## config.mk

```make
export PLATFORM = sky130hd
export DESIGN_NAME = swc_sleep_ctrl
export DESIGN_NICKNAME = d
export VERILOG_FILES = /design/src/swc_pkg.sv /design/src/swc_sleep_ctrl.sv
export SDC_FILE = /design/constraint.sdc
export NUM_CORES = 1
export LEC_CHECK = 0
export ABC_AREA = 1
export CORE_MARGIN = 2
export CORE_UTILIZATION = 52
export CTS_CLUSTER_DIAMETER = 30
export CTS_CLUSTER_SIZE = 25
export DETAILED_ROUTE_END_ITERATION = 7
export DONT_BUFFER_PORTS = 1
export GPL_TIMING_DRIVEN = 0
export PLACE_DENSITY = 0.7
export SLEW_MARGIN = 0
export SYNTH_ARGS = -nofsm -noshare
export SYNTH_HDL_FRONTEND = slang
export SYNTH_SLANG_ARGS = --single-unit
```

## constraint.sdc

```tcl
create_clock -name clk_i -period 1.8 [get_ports clk_i]
set_clock_uncertainty 0.1 [all_clocks]
set_input_delay 0.18 -clock clk_i [delete_from_list [all_inputs] [get_ports clk_i]]
set_output_delay 0.18 -clock clk_i [all_outputs]
set_load 0.1 [all_outputs]
```

## src/swc_pkg.sv

```systemverilog
// swc_pkg: states, timing counts and reset values for the sleep controller
// assumes a single 20 MHz clock domain
package swc_pkg;

  // ----------------------------------------------------------------------
  // power states, one-hot
  // ----------------------------------------------------------------------
  typedef enum logic [3:0] {
    SWC_RUN     = 4'b0001,
    SWC_LIGHT   = 4'b0010,
    SWC_DEEP    = 4'b0100,
    SWC_RESTORE = 4'b1000
  } swc_state_e;

  // ----------------------------------------------------------------------
  // timing and reset values
  // ----------------------------------------------------------------------
  localparam int CLK_PERIOD_NS = 50;
  // wake and restore time out of deep sleep, in ns
  localparam int RESTORE_TIME_NS = 400;
  localparam int RESTORE_CYCLES =
    (RESTORE_TIME_NS + CLK_PERIOD_NS - 1) / CLK_PERIOD_NS;
  localparam logic EVENT_LATCH_RST = 1'b0;

endpackage

```

## src/swc_sleep_ctrl.sv

```systemverilog
// swc_sleep_ctrl: processor sleep entry, wakeup and event latch control
// assumes the core pulses instruction strobes synchronous to clk_i and
// decides exception priority itself, presenting the results as levels
//
// Contract
// - light sleep stops only processor clock
// - deep sleep stops system clock, pll, flash
// - deep sleep select picks deep or light
// - wait-for-interrupt sleeps unless wake pending
// - one-bit event latch; clear latch sleeps
// - wait-for-event with set latch clears, continues
// - external event or send-event sets latch
// - event latch has no software access
// - sleep on handler exit enters sleep
// - interrupt-type sleep wakes on entry-priority exception
// - masked priority wakes but withholds handler
// - event sleep also wakes on events; in deep sleep with the wakeup detector active only irq_any_i wakes it
// - event on new pending wakes only event sleep
// - wakeup detector active only in deep sleep
// - wakeup detector has no registers
// - tick timer stopped while detector powers down
// - deep wake spends cycles restoring state
// - debugger connection disables wakeup detector
// - spurious wakes allowed; sleep re-enterable
`timescale 1ns/10ps
module swc_sleep_ctrl #(
  parameter int RESTORE_CYCLES = swc_pkg::RESTORE_CYCLES
) (
  input wire logic clk_i,
  input wire logic rst_i,
  input wire logic deep_sleep_select_i,
  input wire logic sleep_on_handler_exit_i,
  input wire logic event_on_new_pending_i,
  input wire logic priority_mask_bit_i,
  input wire logic fault_mask_bit_i,
  input wire logic wait_for_interrupt_instr_i,
  input wire logic wait_for_event_instr_i,
  input wire logic send_event_instr_i,
  input wire logic ext_event_i,
  input wire logic handler_exit_last_i,
  input wire logic exc_entry_ready_i,
  input wire logic irq_enabled_higher_i,
  input wire logic new_pending_i,
  input wire logic irq_any_i,
  input wire logic debug_connected_i,
  input wire logic debug_wake_i,
  output logic core_stall_o,
  output logic cpu_clk_en_o,
  output logic sys_clk_en_o,
  output logic pll_on_o,
  output logic flash_on_o,
  output logic core_power_down_o,
  output logic tick_timer_stop_o,
  output logic handler_hold_o,
  output logic wakeup_detector_active_o,
  output logic event_latch_o,
  output logic sleeping_o
);

  // ----------------------------------------------------------------------
  // wake conditions
  // ----------------------------------------------------------------------
  logic sleep_req;
  logic via_event;
  logic wake_exc;
  logic wake_evt;
  logic masked_wake;
  logic evt_in;

  // external input or this core's send-event instruction
  assign evt_in = ext_event_i | send_event_instr_i;
  // priority-masked interrupt wakes without handler entry
  assign masked_wake = priority_mask_bit_i & ~fault_mask_bit_i
                       & irq_enabled_higher_i;
  assign wake_exc = exc_entry_ready_i | masked_wake | debug_wake_i;
  assign wake_evt = wake_exc | evt_in
                    | (event_on_new_pending_i & new_pending_i);
  assign sleep_req = (wait_for_interrupt_instr_i & ~wake_exc)
                   | (wait_for_event_instr_i & ~event_latch_o)
                   | (sleep_on_handler_exit_i & handler_exit_last_i
                      & ~wake_exc);

  // ----------------------------------------------------------------------
  // event latch; no register path reaches it
  // ----------------------------------------------------------------------
  logic evt_reg;
  logic evt_next;

  always_comb
  begin
    evt_next = evt_reg;
    if (wait_for_event_instr_i)
      evt_next = 1'b0;
    // set wins over the clear from a simultaneous wait-for-event
    if (evt_in | (event_on_new_pending_i & new_pending_i))
      evt_next = 1'b1;
  end

  always_ff @(posedge clk_i or posedge rst_i)
  begin
    if (rst_i)
      evt_reg <= swc_pkg::EVENT_LATCH_RST;
    else
      evt_reg <= evt_next;
  end

  // ----------------------------------------------------------------------
  // power state machine
  // ----------------------------------------------------------------------
  swc_pkg::swc_state_e state_reg;
  swc_pkg::swc_state_e state_next;
  logic via_event_reg;
  logic via_event_next;
  logic wic_reg;
  logic wic_next;
  logic [15:0] cnt_reg;
  logic [15:0] cnt_next;
  logic wake_now;

  assign via_event = wait_for_event_instr_i & ~event_latch_o;
  assign wake_now = via_event_reg ? wake_evt : wake_exc;

  always_comb
  begin
    state_next = state_reg;
    via_event_next = via_event_reg;
    wic_next = wic_reg;
    cnt_next = cnt_reg;
    case (state_reg)
      swc_pkg::SWC_RUN:
      begin
        if (sleep_req)
        begin
          via_event_next = via_event;
          if (deep_sleep_select_i)
          begin
            state_next = swc_pkg::SWC_DEEP;
            wic_next = ~debug_connected_i;
          end
          else
            state_next = swc_pkg::SWC_LIGHT;
        end
      end
      swc_pkg::SWC_LIGHT:
      begin
        if (wake_now)
          state_next = swc_pkg::SWC_RUN;
      end
      swc_pkg::SWC_DEEP:
      begin
        if (debug_connected_i)
          wic_next = 1'b0;
        // powered-down core: only the detector sees interrupts
        if (wic_reg ? (irq_any_i & ~debug_connected_i) : wake_now)
        begin
          state_next = swc_pkg::SWC_RESTORE;
          // detector steps down as the system clock returns
          wic_next = 1'b0;
          cnt_next = 16'(RESTORE_CYCLES - 1);
        end
      end
      swc_pkg::SWC_RESTORE:
      begin
        wic_next = 1'b0;
        if (cnt_reg == 16'h0000)
          state_next = swc_pkg::SWC_RUN;
        else
          cnt_next = cnt_reg - 16'h0001;
      end
      default:
        state_next = swc_pkg::SWC_RUN;
    endcase
  end

  always_ff @(posedge clk_i or posedge rst_i)
  begin
    if (rst_i)
    begin
      state_reg <= swc_pkg::SWC_RUN;
      via_event_reg <= 1'b0;
      wic_reg <= 1'b0;
      cnt_reg <= 16'h0000;
    end
    else
    begin
      state_reg <= state_next;
      via_event_reg <= via_event_next;
      wic_reg <= wic_next;
      cnt_reg <= cnt_next;
    end
  end

  // ----------------------------------------------------------------------
  // registered outputs
  // ----------------------------------------------------------------------
  logic asleep_next;
  logic deep_next;
  logic hold_reg;
  logic hold_next;

  assign asleep_next = state_next != swc_pkg::SWC_RUN;
  assign deep_next = state_next == swc_pkg::SWC_DEEP;
  // handler waits while the priority mask stays set after a masked wake
  assign hold_next = priority_mask_bit_i
                     & (hold_reg | (masked_wake & asleep_next == 1'b0
                        & state_reg != swc_pkg::SWC_RUN));

  always_ff @(posedge clk_i or posedge rst_i)
  begin
    if (rst_i)
    begin
      core_stall_o <= 1'b0;
      cpu_clk_en_o <= 1'b1;
      sys_clk_en_o <= 1'b1;
      pll_on_o <= 1'b1;
      flash_on_o <= 1'b1;
      core_power_down_o <= 1'b0;
      tick_timer_stop_o <= 1'b0;
      hold_reg <= 1'b0;
      wakeup_detector_active_o <= 1'b0;
      event_latch_o <= swc_pkg::EVENT_LATCH_RST;
      sleeping_o <= 1'b0;
    end
    else
    begin
      core_stall_o <= asleep_next;
      cpu_clk_en_o <= ~asleep_next;
      sys_clk_en_o <= ~deep_next;
      pll_on_o <= ~deep_next;
      flash_on_o <= ~deep_next;
      core_power_down_o <= deep_next & wic_next;
      tick_timer_stop_o <= deep_next & wic_next;
      hold_reg <= hold_next;
      wakeup_detector_active_o <= wic_next;
      event_latch_o <= evt_next;
      sleeping_o <= asleep_next;
    end
  end

  assign handler_hold_o = hold_reg;
endmodule

```

After elaboration in Yosys (flattened, before gate mapping)
Cells that the tools add are included.

Register bits: 28. Input bits: 18. Output and inout port bits: 11. Logic and storage cells: 70.

$add $sub $neg: 1. Eq/ne operators: 9. Muxes and demuxes: 18. Bitwise logic cells: 27. Reduce and logical (&&, ||, !) cells: 5.

Operators by type and width (count): $mux 16 (2); $pmux 16 s2 (1); $logic_not 16->1 (1); $mux 4 (4); $pmux 4 s4 (1); $sub 16x1->16 const B (1); $and 1x1->1 (12); $or 1x1->1 (9); $eq 4x3->1 const B (2); $mux 1 (8); $ne 4x1->1 const B (2); $not 1->1 (6); $eq 4x1->1 const B (1); $eq 4x2->1 const B (1); $eq 4x4->1 const B (1); $ne 2x2->1 const B (2); $reduce_bool 2->1 (2); $mux 3 (1); $pmux 1 s3 (1); $reduce_and 3->1 (1); $reduce_and 2->1 (1).

Longest topological paths before layout
Gate-level depths: netlist of the first run.

Depth in word-level cells: 17. Depth in mapped cells: 12. Gate-level depth less buffers: 11.

Least setup slack after synthesis of the first run
OpenSTA, ideal clock, no wires.

Kind: flip-flop to flip-flop. Start point: register wakeup_detector_active_o (netlist name). End point: register cnt_reg[5]. Setup time: 0.117 ns. Arrival time: 1.759 ns. Required time: 1.583 ns. Slack: -0.176 ns. Cell stages (with the launch flop): 9. Path buffers: 1. Clock period less this slack: 1.976 ns. Cells stage by stage: dfrtp_1 > inv_1 > nor2_1 > nand2_1 > nand3_1 > nand2_2 > buf_4 > nand2_1 > nand2_1.

RTL lines: to (signal assigned) (RTL line swc_sleep_ctrl.sv:189) `cnt_reg <= cnt_next;`; to (decl) (RTL line swc_sleep_ctrl.sv:116) `logic [15:0] cnt_reg;`.

==> reports/metrics.yaml, run 1 <==
power:
  seq_power_share_pct: 46.4
  p_clk_share_pct: 17.7
  power.density_mw_per_mm2: 1240
  p_int_uw: 1280
  peakVddDrop_mv: 1.12
  switchingPower_uw: 1090
  p_leak_uw: 0.00103
  swShare_pct: 45.9
  finalPower_uw: 2370
  combPwrFrac_pct: 35.8
hold_path:
  min_path_type: "in2reg"
timing:
  fmax_mhz: 560
  slew_headroom_pct: 32.1
  period_share_pct: 99.2
  hold_violations: 0
  fin_crit_ps: 1790
  setup_tns_ps: 0
  rsz0062_at_grt: "true"
  slew_viol_final: 0
  setup_viol: 0
  worst_slew_pin_slew_ps: 1020
global_routing:
  grt_pass1_vias: 1274
  grt_use_total_pct: 19.8
  grt_pass1_wl_um: 5440
  grt_remaining_overflow: 0
  antenna_found_initial: 0
  grt_max_degree: 29
clock_tree:
  insertion_delay_ps: 340
  clockBufferDepth: 2
  htreeDepth: 1
  cts.sinks: 28
  clk_pin_slew_ps: 150
  cts_buffers: 3
  cts-root-buf: "clkbuf_4"
  cts_tree: "done"
floorplanning:
  rows: 20
  dieArea_mm2: 0.00367
  io_pins: 29
  start_util_pct: 54.5
  fp.dieH_um: 60.6
  die_width_um: 60.6
  fp.coreArea_mm2: 0.00305
synthesis:
  synth_warnings: 0
  synth_area_mm2: 0.00166
  synth.top_cell.area_share_pct: 37.6
  synthTopCellsByArea: "dfrtp_1, nand2_1, nor2_1"
  synth-main-ff-cell: "dfrtp_1"
  async_reset_ff_share_pct: 100
  yosysTopAreaCell: "dfrtp_1"
  synth_edf_count: 0
  synth_seq_cells: 28
  syn_nets: 255
  ys_seq_area_share_pct: 42.4
  ys_types: 25
  postSynthAreaPerCell_um2: 7.05
  syn_inst: 236
route:
  num_vias: 1436
  drc_errors: 0
  wl_met2_um: 1480
  dr_wl_met3_um: 150
  drt_iter0_drc: 66
  routed_wl_um: 3280
  detail-route-antenna-nets: 0
  firstDrtPassIters: 4
  top_layer_used: "met4"
  wl_per_cell_um: 11.1
  wl_met1_um: 1600
  routed_via_density: 4.87
run_status:
  status: "completed"
critical_path:
  crit_family: "flip-flops"
  slowest_delay_ps: 820
  cp_num_buf_inv: 1
  end_kind: "output port"
  crit_type: "reg2out"
  cp.arrival_ps: 1510
  cp_slowest_cell: "dfstp_4"
  cp_cell_sequence: "buf_4"
  crit_required_ps: 1520
  critPathMaxFanout: 3
  worst_setup_path_start_kind: "register"
cells_and_area:
  antenna_cells: 0
  area_growth_pct: 14.4
  fin_nets: 271
  final.fill_count: 279
  drive_gt1_share_pct: 13.1
  final_cell_mix: "nand2_1, nor2_1, dfrtp_1"
  finalNonFillerCells: 295
  largest_reg_flops: 16
  layout_commonest_cell: "nand2_1"
placement:
  routabilityCongestion: 0.847
  dpl.cell_count: 280
  dpl.hpwl_um: 2340
  io_buffers: 0
flow_run:
  cap_viol_max_count: 0
-- cell type report --
class / count / area [um^2] / share of cell area [%]
Clock buffer: 3 / 22.5 / 1.18
Clock inverter: 1 / 30.0 / 1.58
Tap cell: 44 / 55.1 / 2.89
Buffer: 8 / 63.8 / 3.35
Timing Repair Buffer: 11 / 103 / 5.39
Sequential cell: 28 / 716 / 37.6
Inverter: 22 / 82.6 / 4.34
Multi-Input combinational cell: 178 / 831 / 43.7
-- power by group through the flow --
stage	combinational [uW]	clock [uW]	sequential, uW
after floorplan	656	0	1080
after global placement	743	0	1090
after detailed placement	757	0	1090
after CTS	807	427	1090
after global routing	942	446	1110
final	848	420	1100
-- cell usage after synthesis, drive strengths merged, types with 3 or more instances --
master  instances
o21ai           9
buf             7
nand3          16
nand2          87
dfrtp          25
nor2           45
xor2           10
inv            22
dfstp           3
-- per-stage QoR --
stage               hold WS (ps)  utilization, %  setup slack, ps  area (um^2)
floorplan                    143               -              107         1660
global placement             185            56.3            -49.4         1720
detailed placement           191            56.3            -63.2         1720
CTS                         7.25            61.4             2.20         1870
global route                25.9            62.3            -29.4         1900
finish                      12.4            62.3             13.6         1900
-- cells by family (layout without fill, tap and decap cells) --
logic type / count (synthesis) / count (layout) / synth area share [%]
buf+inv: 30 / 45 / 8.80
fa+ha+maj: 1 / 1 / 0.752
simple gates: 151 / 151 / 37.1
flops: 28 / 28 / 42.4
xor+xnor: 12 / 12 / 6.32
compound gates: 14 / 14 / 4.66
-- worst paths after layout --
kind | slack, ps | cells after the start | to | start
max in group asynchronous | 460 | 2 | wakeup_detector_active_o$_DFF_PP0_ | rst_i
max reg2reg | 60 | 3 | event_latch_o$_DFFE_PP0P_ | event_latch_o$_DFFE_PP0P_
min in group asynchronous | 400 | 2 | cnt_reg[15]$_DFFE_PP0P_ | rst_i
min reg2reg | 410 | 2 | via_event_reg$_DFFE_PP0P_ | via_event_reg$_DFFE_PP0P_
min | 10 | 3 | state_reg[2]$_DFF_PP0_ | irq_any_i
max | 10 | 1 | sys_clk_en_o | flash_on_o$_DFF_PP1_
-- repair_timing --
action                                  4_1_cts  5_1_grt
hold buffers                                  8        0
buffers inserted                              0        3
pin swaps                                     0        1
gates resized for setup                       8        3
endpoints found under the setup margin       20       13
hold endpoints to repair                     34        0
-- metal layers --
layer | global-route usage [%] | vias up
met2 | 30.9 | 32
met1 | 27.5 | 650
li1 | - | 749
met5 | 0 | -
met4 | 9.94 | 0
met3 | 2.13 | 5
(Power assumes the default switching activity.)
==> run 2: changes to the inputs <==
--- a/config.mk
+++ b/config.mk
@@ -5,7 +5,6 @@
 export SDC_FILE = /design/constraint.sdc
 export NUM_CORES = 1
 export LEC_CHECK = 0
-export ABC_AREA = 1
 export CORE_MARGIN = 2
 export CORE_UTILIZATION = 52
 export CTS_CLUSTER_DIAMETER = 30
==> run 2 against run 1 <==
- clock-buffer cell count unchanged
- worst hold slack better by 24 ps
- die area up 2.8%
- largest cell class unchanged
- largest power group is now combinational cells
- highest routed layer unchanged
- the run now ends with negative setup slack left
==> reports/metrics.yaml, run 2 <==
run_status:
  status: "finished with violations"
  violations: "negative setup slack"
global_routing:
  antenna_found_initial: 0  # unchanged
  grt_max_degree: 29  # unchanged
  grt_most_used_layer: "met2"
  grt_use_met2_pct: 43.9  # +13 points
  grt_pass1_wl_um: 7660  # +41%
  gr-usage-met3_pct: 3.15  # +1.0 points
  grt_remaining_overflow: 0  # unchanged
  grt_use_met1_pct: 39.2  # +12 points
  grt_pass1_vias: 1562  # +23%
  grt_use_total_pct: 27.7  # +7.9 points
synthesis:
  synth_warnings: 0  # unchanged
  synth_seq_cells: 28  # unchanged
  synth_area_mm2: 0.00171  # +3.0%
  yosys.cell_count.top_type: "dfrtp_1"
  ys_seq_area_share_pct: 41.1  # -1.2 points
  ys_types: 51  # +100%
  synth-main-ff-cell: "dfrtp_1"
  syn_inst: 174  # -26%
  async_reset_ff_share_pct: 100  # unchanged
  synth_edf_count: 0  # unchanged
  yosysTopAreaCell: "dfrtp_1"
  synthTopCellsByArea: "dfrtp_1, a21oi_1, mux2i_1"
  postSynthAreaPerCell_um2: 9.84  # +40%
  synth_common_cells: "dfrtp_1, a21oi_1, o21ai_0"
  synth.top_cell.area_share_pct: 36.5  # -1.1 points
  syn_nets: 193  # -24%
clock_tree:
  htreeDepth: 1  # unchanged
  cts_buffers: 3  # unchanged
  cts.sinks: 28  # unchanged
  insertion_delay_ps: 340  # about the same
  clockBufferDepth: 2  # unchanged
  cts-root-buf: "clkbuf_4"
  cts_tree: "done"
  clk_pin_slew_ps: 170  # +20 ps
route:
  wl_per_cell_um: 19.4  # +74%
  firstDrtPassIters: 7  # +3
  num_vias: 1719  # +20%
  routed_wl_um: 5100  # +55%
  drc_errors: 0  # unchanged
  detail-route-antenna-nets: 0  # unchanged
  drt_iter0_drc: 117  # +77%
  routed_via_density: 6.54  # +34%
flow_run:
  cap_viol_max_count: 0  # unchanged
critical_path:
  cp_num_buf_inv: 2  # +1
  cp_cell_sequence: "buf_12 -> nor4b_4 -> nand2_2 -> buf_4 -> o41ai_1 -> a21oi_1"
  crit_family: "simple AND/OR/NAND/NOR gates"
  crit_required_ps: 1910  # +390 ps
  end_kind: "register"
  worst_setup_path_start_kind: "register"
  slowest_delay_ps: 470  # -350 ps
  critPathMaxFanout: 5  # +2
  cp_slowest_cell: "dfrtp_2"
  cp.arrival_ps: 2140  # +630 ps
  crit_type: "reg2reg"
cells_and_area:
  fin_nets: 239  # -12%
  area_growth_pct: 41.7
  drive_gt1_share_pct: 48.4  # +35 points
  final_util_pct: 78.2  # +16 points
  layout_commonest_cell: "buf_4"
  final.fill_count: 193  # -31%
  antenna_cells: 0  # unchanged
  largest_reg_flops: 16  # unchanged
  final_cell_mix: "buf_4, dfrtp_1, a21oi_2, mux2i_1"
timing:
  setup_viol: 20  # +20
  worst_slew_pin_slew_ps: 1060  # +45.8 ps
  setup_tns_ps: -1750  # -1750 ps
  hold_violations: 0  # unchanged
  slew_viol_final: 0  # unchanged
  period_share_pct: 113  # +13 points
  fmax_mhz: 494  # -12%
  fin_crit_ps: 2030  # +239 ps
  slew_headroom_pct: 29.0  # -3.1 points
  setup_slack_ps: -225  # -239 ps
  rsz0062_at_grt: "true"
placement:
  io_buffers: 0  # unchanged
  dp_slack_ps: -306  # -243 ps
  dpl.hpwl_um: 2750  # +18%
  routabilityCongestion: 0.800  # -5.6%
floorplanning:
  rows: 20  # unchanged
  die_width_um: 61.4  # +1.4%
  fp.coreArea_mm2: 0.00310  # +1.6%
  dieArea_mm2: 0.00377  # +2.8%
  start_util_pct: 55.2  # +0.73 points
  io_pins: 29  # unchanged
  fp.dieH_um: 61.4  # +1.4%
power:
  p_int_uw: 1600  # +25%
  p_leak_uw: 0.000998  # -2.8%
  seq_power_share_pct: 41.1  # -5.3 points
  power.density_mw_per_mm2: 1230  # -1.1%
  p_clk_share_pct: 14.3  # -3.4 points
  peakVddDrop_mv: 0.992  # -12%
  combPwrFrac_pct: 44.6  # +8.8 points
  finalPower_uw: 2990  # +26%
  swShare_pct: 46.4  # +0.48 points
  switchingPower_uw: 1390  # +27%
hold_path:
  min_path_type: "in2reg"
-- run 2: cell types whose count changed in the layout (fill, tap and decap cells not counted), moves of 4 or more --
cell,before,now
nand2_1,85,7
nor2_1,43,6
buf_4,8,35
nand3_1,15,2
inv_1,17,7
xor2_1,10,1
a21oi_2,0,8
mux2i_1,0,8
a21oi_1,2,7
o211ai_1,1,6
dfrtp_1,21,17
inv_2,5,1
nand4_1,0,4
or4_1,0,4
-- run 2: stage by stage --
stage | hold slack [ps] | instances | cell area (um^2)
5_1_grt | 46.1 | 263 | 2430
6_report | 36.9 | 263 | 2430
2_1_floorplan | 143 | 174 | 1750
4_1_cts | -75.8 | 254 | 2250
3_3_place_gp | 210 | 218 | 1810
3_5_place_dp | 207 | 218 | 1810
-- run 2: power groups by stage --
stage          clock network [uW]  logic [uW]  registers (uW)
2_1_floorplan                   0         715            1170
3_3_place_gp                    0         822            1200
3_5_place_dp                    0         843            1210
4_1_cts                       429        1130            1210
5_1_grt                       462        1410            1240
6_report                      427        1330            1230
-- run 2: layout make-up --
type | instances | area, um^2 | share of cell area (%)
well taps | 44 | 55.1 | 2.27
repair buffers | 43 | 360 | 14.8
clock inverters | 1 | 30.0 | 1.24
multi-input cells | 131 | 1160 | 47.7
plain buffers | 5 | 48.8 | 2.01
clock buffers | 3 | 22.5 | 0.928
flip-flops and latches | 28 | 723 | 29.8
inverters | 8 | 30.0 | 1.24
-- run 2: path summary, 6_finish.rpt --
check	from	to	slack (ps)	cells past startpoint
worst max-delay path	state_reg[1]$_DFF_PP0_	cnt_reg[15]$_DFFE_PP0P_	-230	6
worst min-delay path	debug_wake_i	via_event_reg$_DFFE_PP0P_	40	3
worst max register to register	state_reg[1]$_DFF_PP0_	cnt_reg[15]$_DFFE_PP0P_	-230	6
worst min register to register	cnt_reg[3]$_DFFE_PP0P_	cnt_reg[3]$_DFFE_PP0P_	410	1
max in group asynchronous	rst_i	event_latch_o$_DFFE_PP0P_	410	2
min in group asynchronous	rst_i	wakeup_detector_active_o$_DFF_PP0_	430	2
-- run 2: cells by family after synthesis --
group	after synthesis	synth area share (%)
and+or+nand+nor	63	25.7
AOI/OAI and AO/OA	57	22.4
DFF	28	41.1
buffers and inverters	16	4.82
muxes	8	4.68
xor gates and xnor gates	1	0.511
adders and majority gates	1	0.730
-- run 2: per-layer routing --
| layer | up-vias | wire (um) | share of wire, % |
|---|---|---|---|
| met5 | - | 0 | 0 |
| met4 | 0 | 114 | 2.2 |
| met2 | 92 | 2560 | 50 |
| met3 | 15 | 328 | 6.4 |
| met1 | 855 | 2090 | 41 |
| li1 | 757 | - | - |
-- run 2: repair_timing --
action	CTS	global route
endpoints found under the hold margin	29	1
cloned	0	1
pin swaps	18	13
resized for setup	36	24
buffers inserted	29	7
endpoints found under the setup margin	29	28
hold buffers	6	1
-- run 2: worst min-delay path, delay by kind of cell --
| kind | cells | cell delay (ps) |
|---|---|---|
| and+or+nand+nor | 2 | 150 |
| AOI/OAI and AO/OA | 1 | 130 |
==> run 3: changes to the inputs <==
==> constraint.sdc (replaced) <==
create_clock -name clk_i -period 1.8 [get_ports clk_i]
set_clock_uncertainty 0.1 [all_clocks]
set_input_delay 0 -clock clk_i [delete_from_list [all_inputs] [get_ports clk_i]]
set_output_delay 0 -clock clk_i [all_outputs]
set_load 0.1 [all_outputs]
==> run 3 against run 2 <==
- the flow finishes with violations (negative hold slack, negative setup slack)
- final area rose by 5.4%
- power grew 1.3%
- first-iteration DRC count increased by 15%
- die area unchanged
- final cell count up 2.3%
- sequential share of layout area fell by 1.7 points
- clock-buffer cell count unchanged
- utilization is 4.2 points higher
- clock power hardly changed
- largest power group unchanged
==> reports/metrics.yaml, run 3 (same netlist as run 2, synthesis figures left out) <==
power:
  combPwrFrac_pct: 44.6  # about the same
  switchingPower_uw: 1430  # +3.0%
  p_clk_share_pct: 14.2  # about the same
  seq_power_share_pct: 41.2  # about the same
  p_int_uw: 1600  # -0.20%
  peakVddDrop_mv: 1.12  # +13%
  p_leak_uw: 0.00104  # +4.2%
  swShare_pct: 47.2  # +0.78 points
  power.density_mw_per_mm2: 1180  # -3.9%
clock_tree:
  cts_buffers: 3  # unchanged
  cts-root-buf: "clkbuf_4"
  insertion_delay_ps: 340  # about the same
  htreeDepth: 1  # unchanged
  clk_pin_slew_ps: 170  # about the same
  clockBufferDepth: 2  # unchanged
  cts_tree: "done"
  cts.sinks: 28  # unchanged
hold_path:
  hp-start: "send_event_instr_i"
  min_path_type: "in2reg"
  whs_path_depth: 4  # +1
  whs_endpoint: "state_reg[1]$_DFF_PP0_"
critical_path:
  rr_endpoint: "cnt_reg[11]$_DFFE_PP0P_"
  crit_required_ps: 1970  # +60 ps
  worst_setup_path_start_kind: "register"
  reg2regPathDepth: 4  # -2
  r2r_setup_slack_ps: -150  # +70 ps
  cp_slowest_cell: "dfrtp_2"
  critPathMaxFanout: 4  # -1
  cp.arrival_ps: 2120  # -20 ps
  cp_cell_sequence: "or3_4 -> or3_4 -> or4_1 -> a21oi_2"
  critPathMostFrequentCell: "or3_4"
  rr_startpoint: "cnt_reg[2]$_DFFE_PP0P_"
  crit_type: "reg2reg"
  end_kind: "register"
  slowest_delay_ps: 430  # -40 ps
timing:
  period_share_pct: 108  # -4.1 points
  hold_violations: 1  # +1
  slew_headroom_pct: 28.9  # -0.18 points
  setup_viol: 22  # +10%
  fmax_mhz: 513  # +3.8%
  slew_viol_final: 0  # unchanged
  fin_hold_ws_ps: -11.6  # -48.4 ps
  setup_tns_ps: -1940  # -188 ps
  setup_slack_ps: -151  # +74.6 ps
  fin_crit_ps: 1950  # -74.6 ps
  rsz0062_at_grt: "true"
  worst_slew_pin_slew_ps: 1070  # +2.68 ps
cells_and_area:
  largest_reg_flops: 16  # unchanged
  finalNonFillerCells: 269  # +2.3%
  final_cell_mix: "buf_4, dfrtp_1, dlygate4sd3_1"
  fin_nets: 245  # +2.5%
  drive_gt1_share_pct: 48.9  # +0.49 points
  layout_commonest_cell: "buf_4"
  antenna_cells: 0  # unchanged
  area_growth_pct: 49.4
placement:
  io_buffers: 0  # unchanged
  dpl.cell_count: 218  # unchanged
  dp_slack_ps: -306  # unchanged
  dpl.hpwl_um: 2750  # unchanged
  routabilityCongestion: 0.800  # unchanged
floorplanning:
  fp.coreArea_mm2: 0.00310  # unchanged
  dieArea_mm2: 0.00377  # unchanged
  start_util_pct: 55.2  # unchanged
  fp.dieH_um: 61.4  # unchanged
  die_width_um: 61.4  # unchanged
  io_pins: 29  # unchanged
  rows: 20  # unchanged
global_routing:
  grt_remaining_overflow: 0  # unchanged
  grt_use_total_pct: 27.7  # about the same
  grt_pass1_vias: 1591  # +1.9%
  antenna_found_initial: 0  # unchanged
  grt_max_degree: 29  # unchanged
  grt_pass1_wl_um: 7710  # +0.63%
run_status:
  status: "finished with violations"
  violations: "negative hold slack, negative setup slack"
route:
  wl_per_cell_um: 21.1  # +8.9%
  drt_iter0_drc: 135  # +15%
  routed_wl_um: 5680  # +11%
  firstDrtPassIters: 6  # -1
  routed_via_density: 6.90  # +5.6%
  detail-route-antenna-nets: 0  # unchanged
  num_vias: 1856  # +8.0%
  drc_errors: 0  # unchanged
flow_run:
  cap_viol_max_count: 0  # unchanged
run 3: changes by cell type in the layout (fill, tap and decap cells not counted), moves of 2 or more:
cell | previous run | this run
dlygate4sd3_1 | 7 | 16
buf_4 | 35 | 31
buf_12 | 1 | 3
dfrtp_2 | 6 | 8
nand2_1 | 7 | 5
or4_1 | 4 | 2
or4_4 | 1 | 3
run 3: worst max path at each step:
stage / start / end / slack, ps / depth (start not counted)
2_1_floorplan: cnt_reg[12]$_DFFE_PP0P_ / sleeping_o$_DFF_PP0_ / -60 / 5
3_3_place_gp: cnt_reg[2]$_DFFE_PP0P_ / cnt_reg[0]$_DFFE_PP0P_ / -260 / 4
3_5_place_dp: cnt_reg[2]$_DFFE_PP0P_ / cnt_reg[1]$_DFFE_PP0P_ / -310 / 4
4_1_cts: cnt_reg[11]$_DFFE_PP0P_ / handler_hold_o$_DFF_PP0_ / -120 / 5
5_1_grt: state_reg[1]$_DFF_PP0_ / cnt_reg[14]$_DFFE_PP0P_ / -210 / 5
6_report: cnt_reg[2]$_DFFE_PP0P_ / cnt_reg[11]$_DFFE_PP0P_ / -150 / 4
run 3: metrics by stage:
stage                     hold WS (ps)  instance area [um^2]  power (uW)  utilization (%)
after global placement            30.4                  1810        2020             58.2
final                            -11.6                  2560        3020             82.5
after CTS                         2.99                  2280        2720             73.3
after floorplan                  -37.0                  1750        1890                -
after global routing              36.8                  2560        3140             82.5
after detailed placement          27.1                  1810        2050             58.2
run 3: power groups by stage:
stage	clock network, uW	registers (uW)	logic [uW]
finish	430	1240	1350
global route	453	1260	1430
CTS	429	1220	1080
detailed placement	0	1210	843
global placement	0	1200	822
floorplan	0	1170	715
run 3: what timing repair did:
| action | CTS | global route |
|---|---|---|
| setup buffers | 23 | 10 |
| endpoints found under the hold margin | 37 | 1 |
| hold buffers | 16 | 1 |
| pin swaps | 11 | 11 |
| gates resized for setup | 28 | 38 |
| endpoints found under the setup margin | 27 | 28 |
run 3: worst max-delay path, delay by kind of cell, from the launching register on:
family          cells  cell delay (ps)
simple gates        3             1200
flops               1              430
compound gates      1              140
run 3: layout make-up:
cell class	count	area, um^2
plain buffers	5	41.3
well taps	44	55.1
inverters	8	30.0
fillers	163	544
repair buffers	50	469
clock buffers	3	22.5
flip-flops and latches	28	718
multi-input cells	130	1190
clock inverters	1	30.0
run 3: metal layers:
metal	GRT usage [%]	vias up	share of wire, %
li1	-	779	-
met3	3.99	29	6.1
met5	0	-	0
met2	44.8	120	50
met1	37.9	928	40
met4	10.6	0	3.7
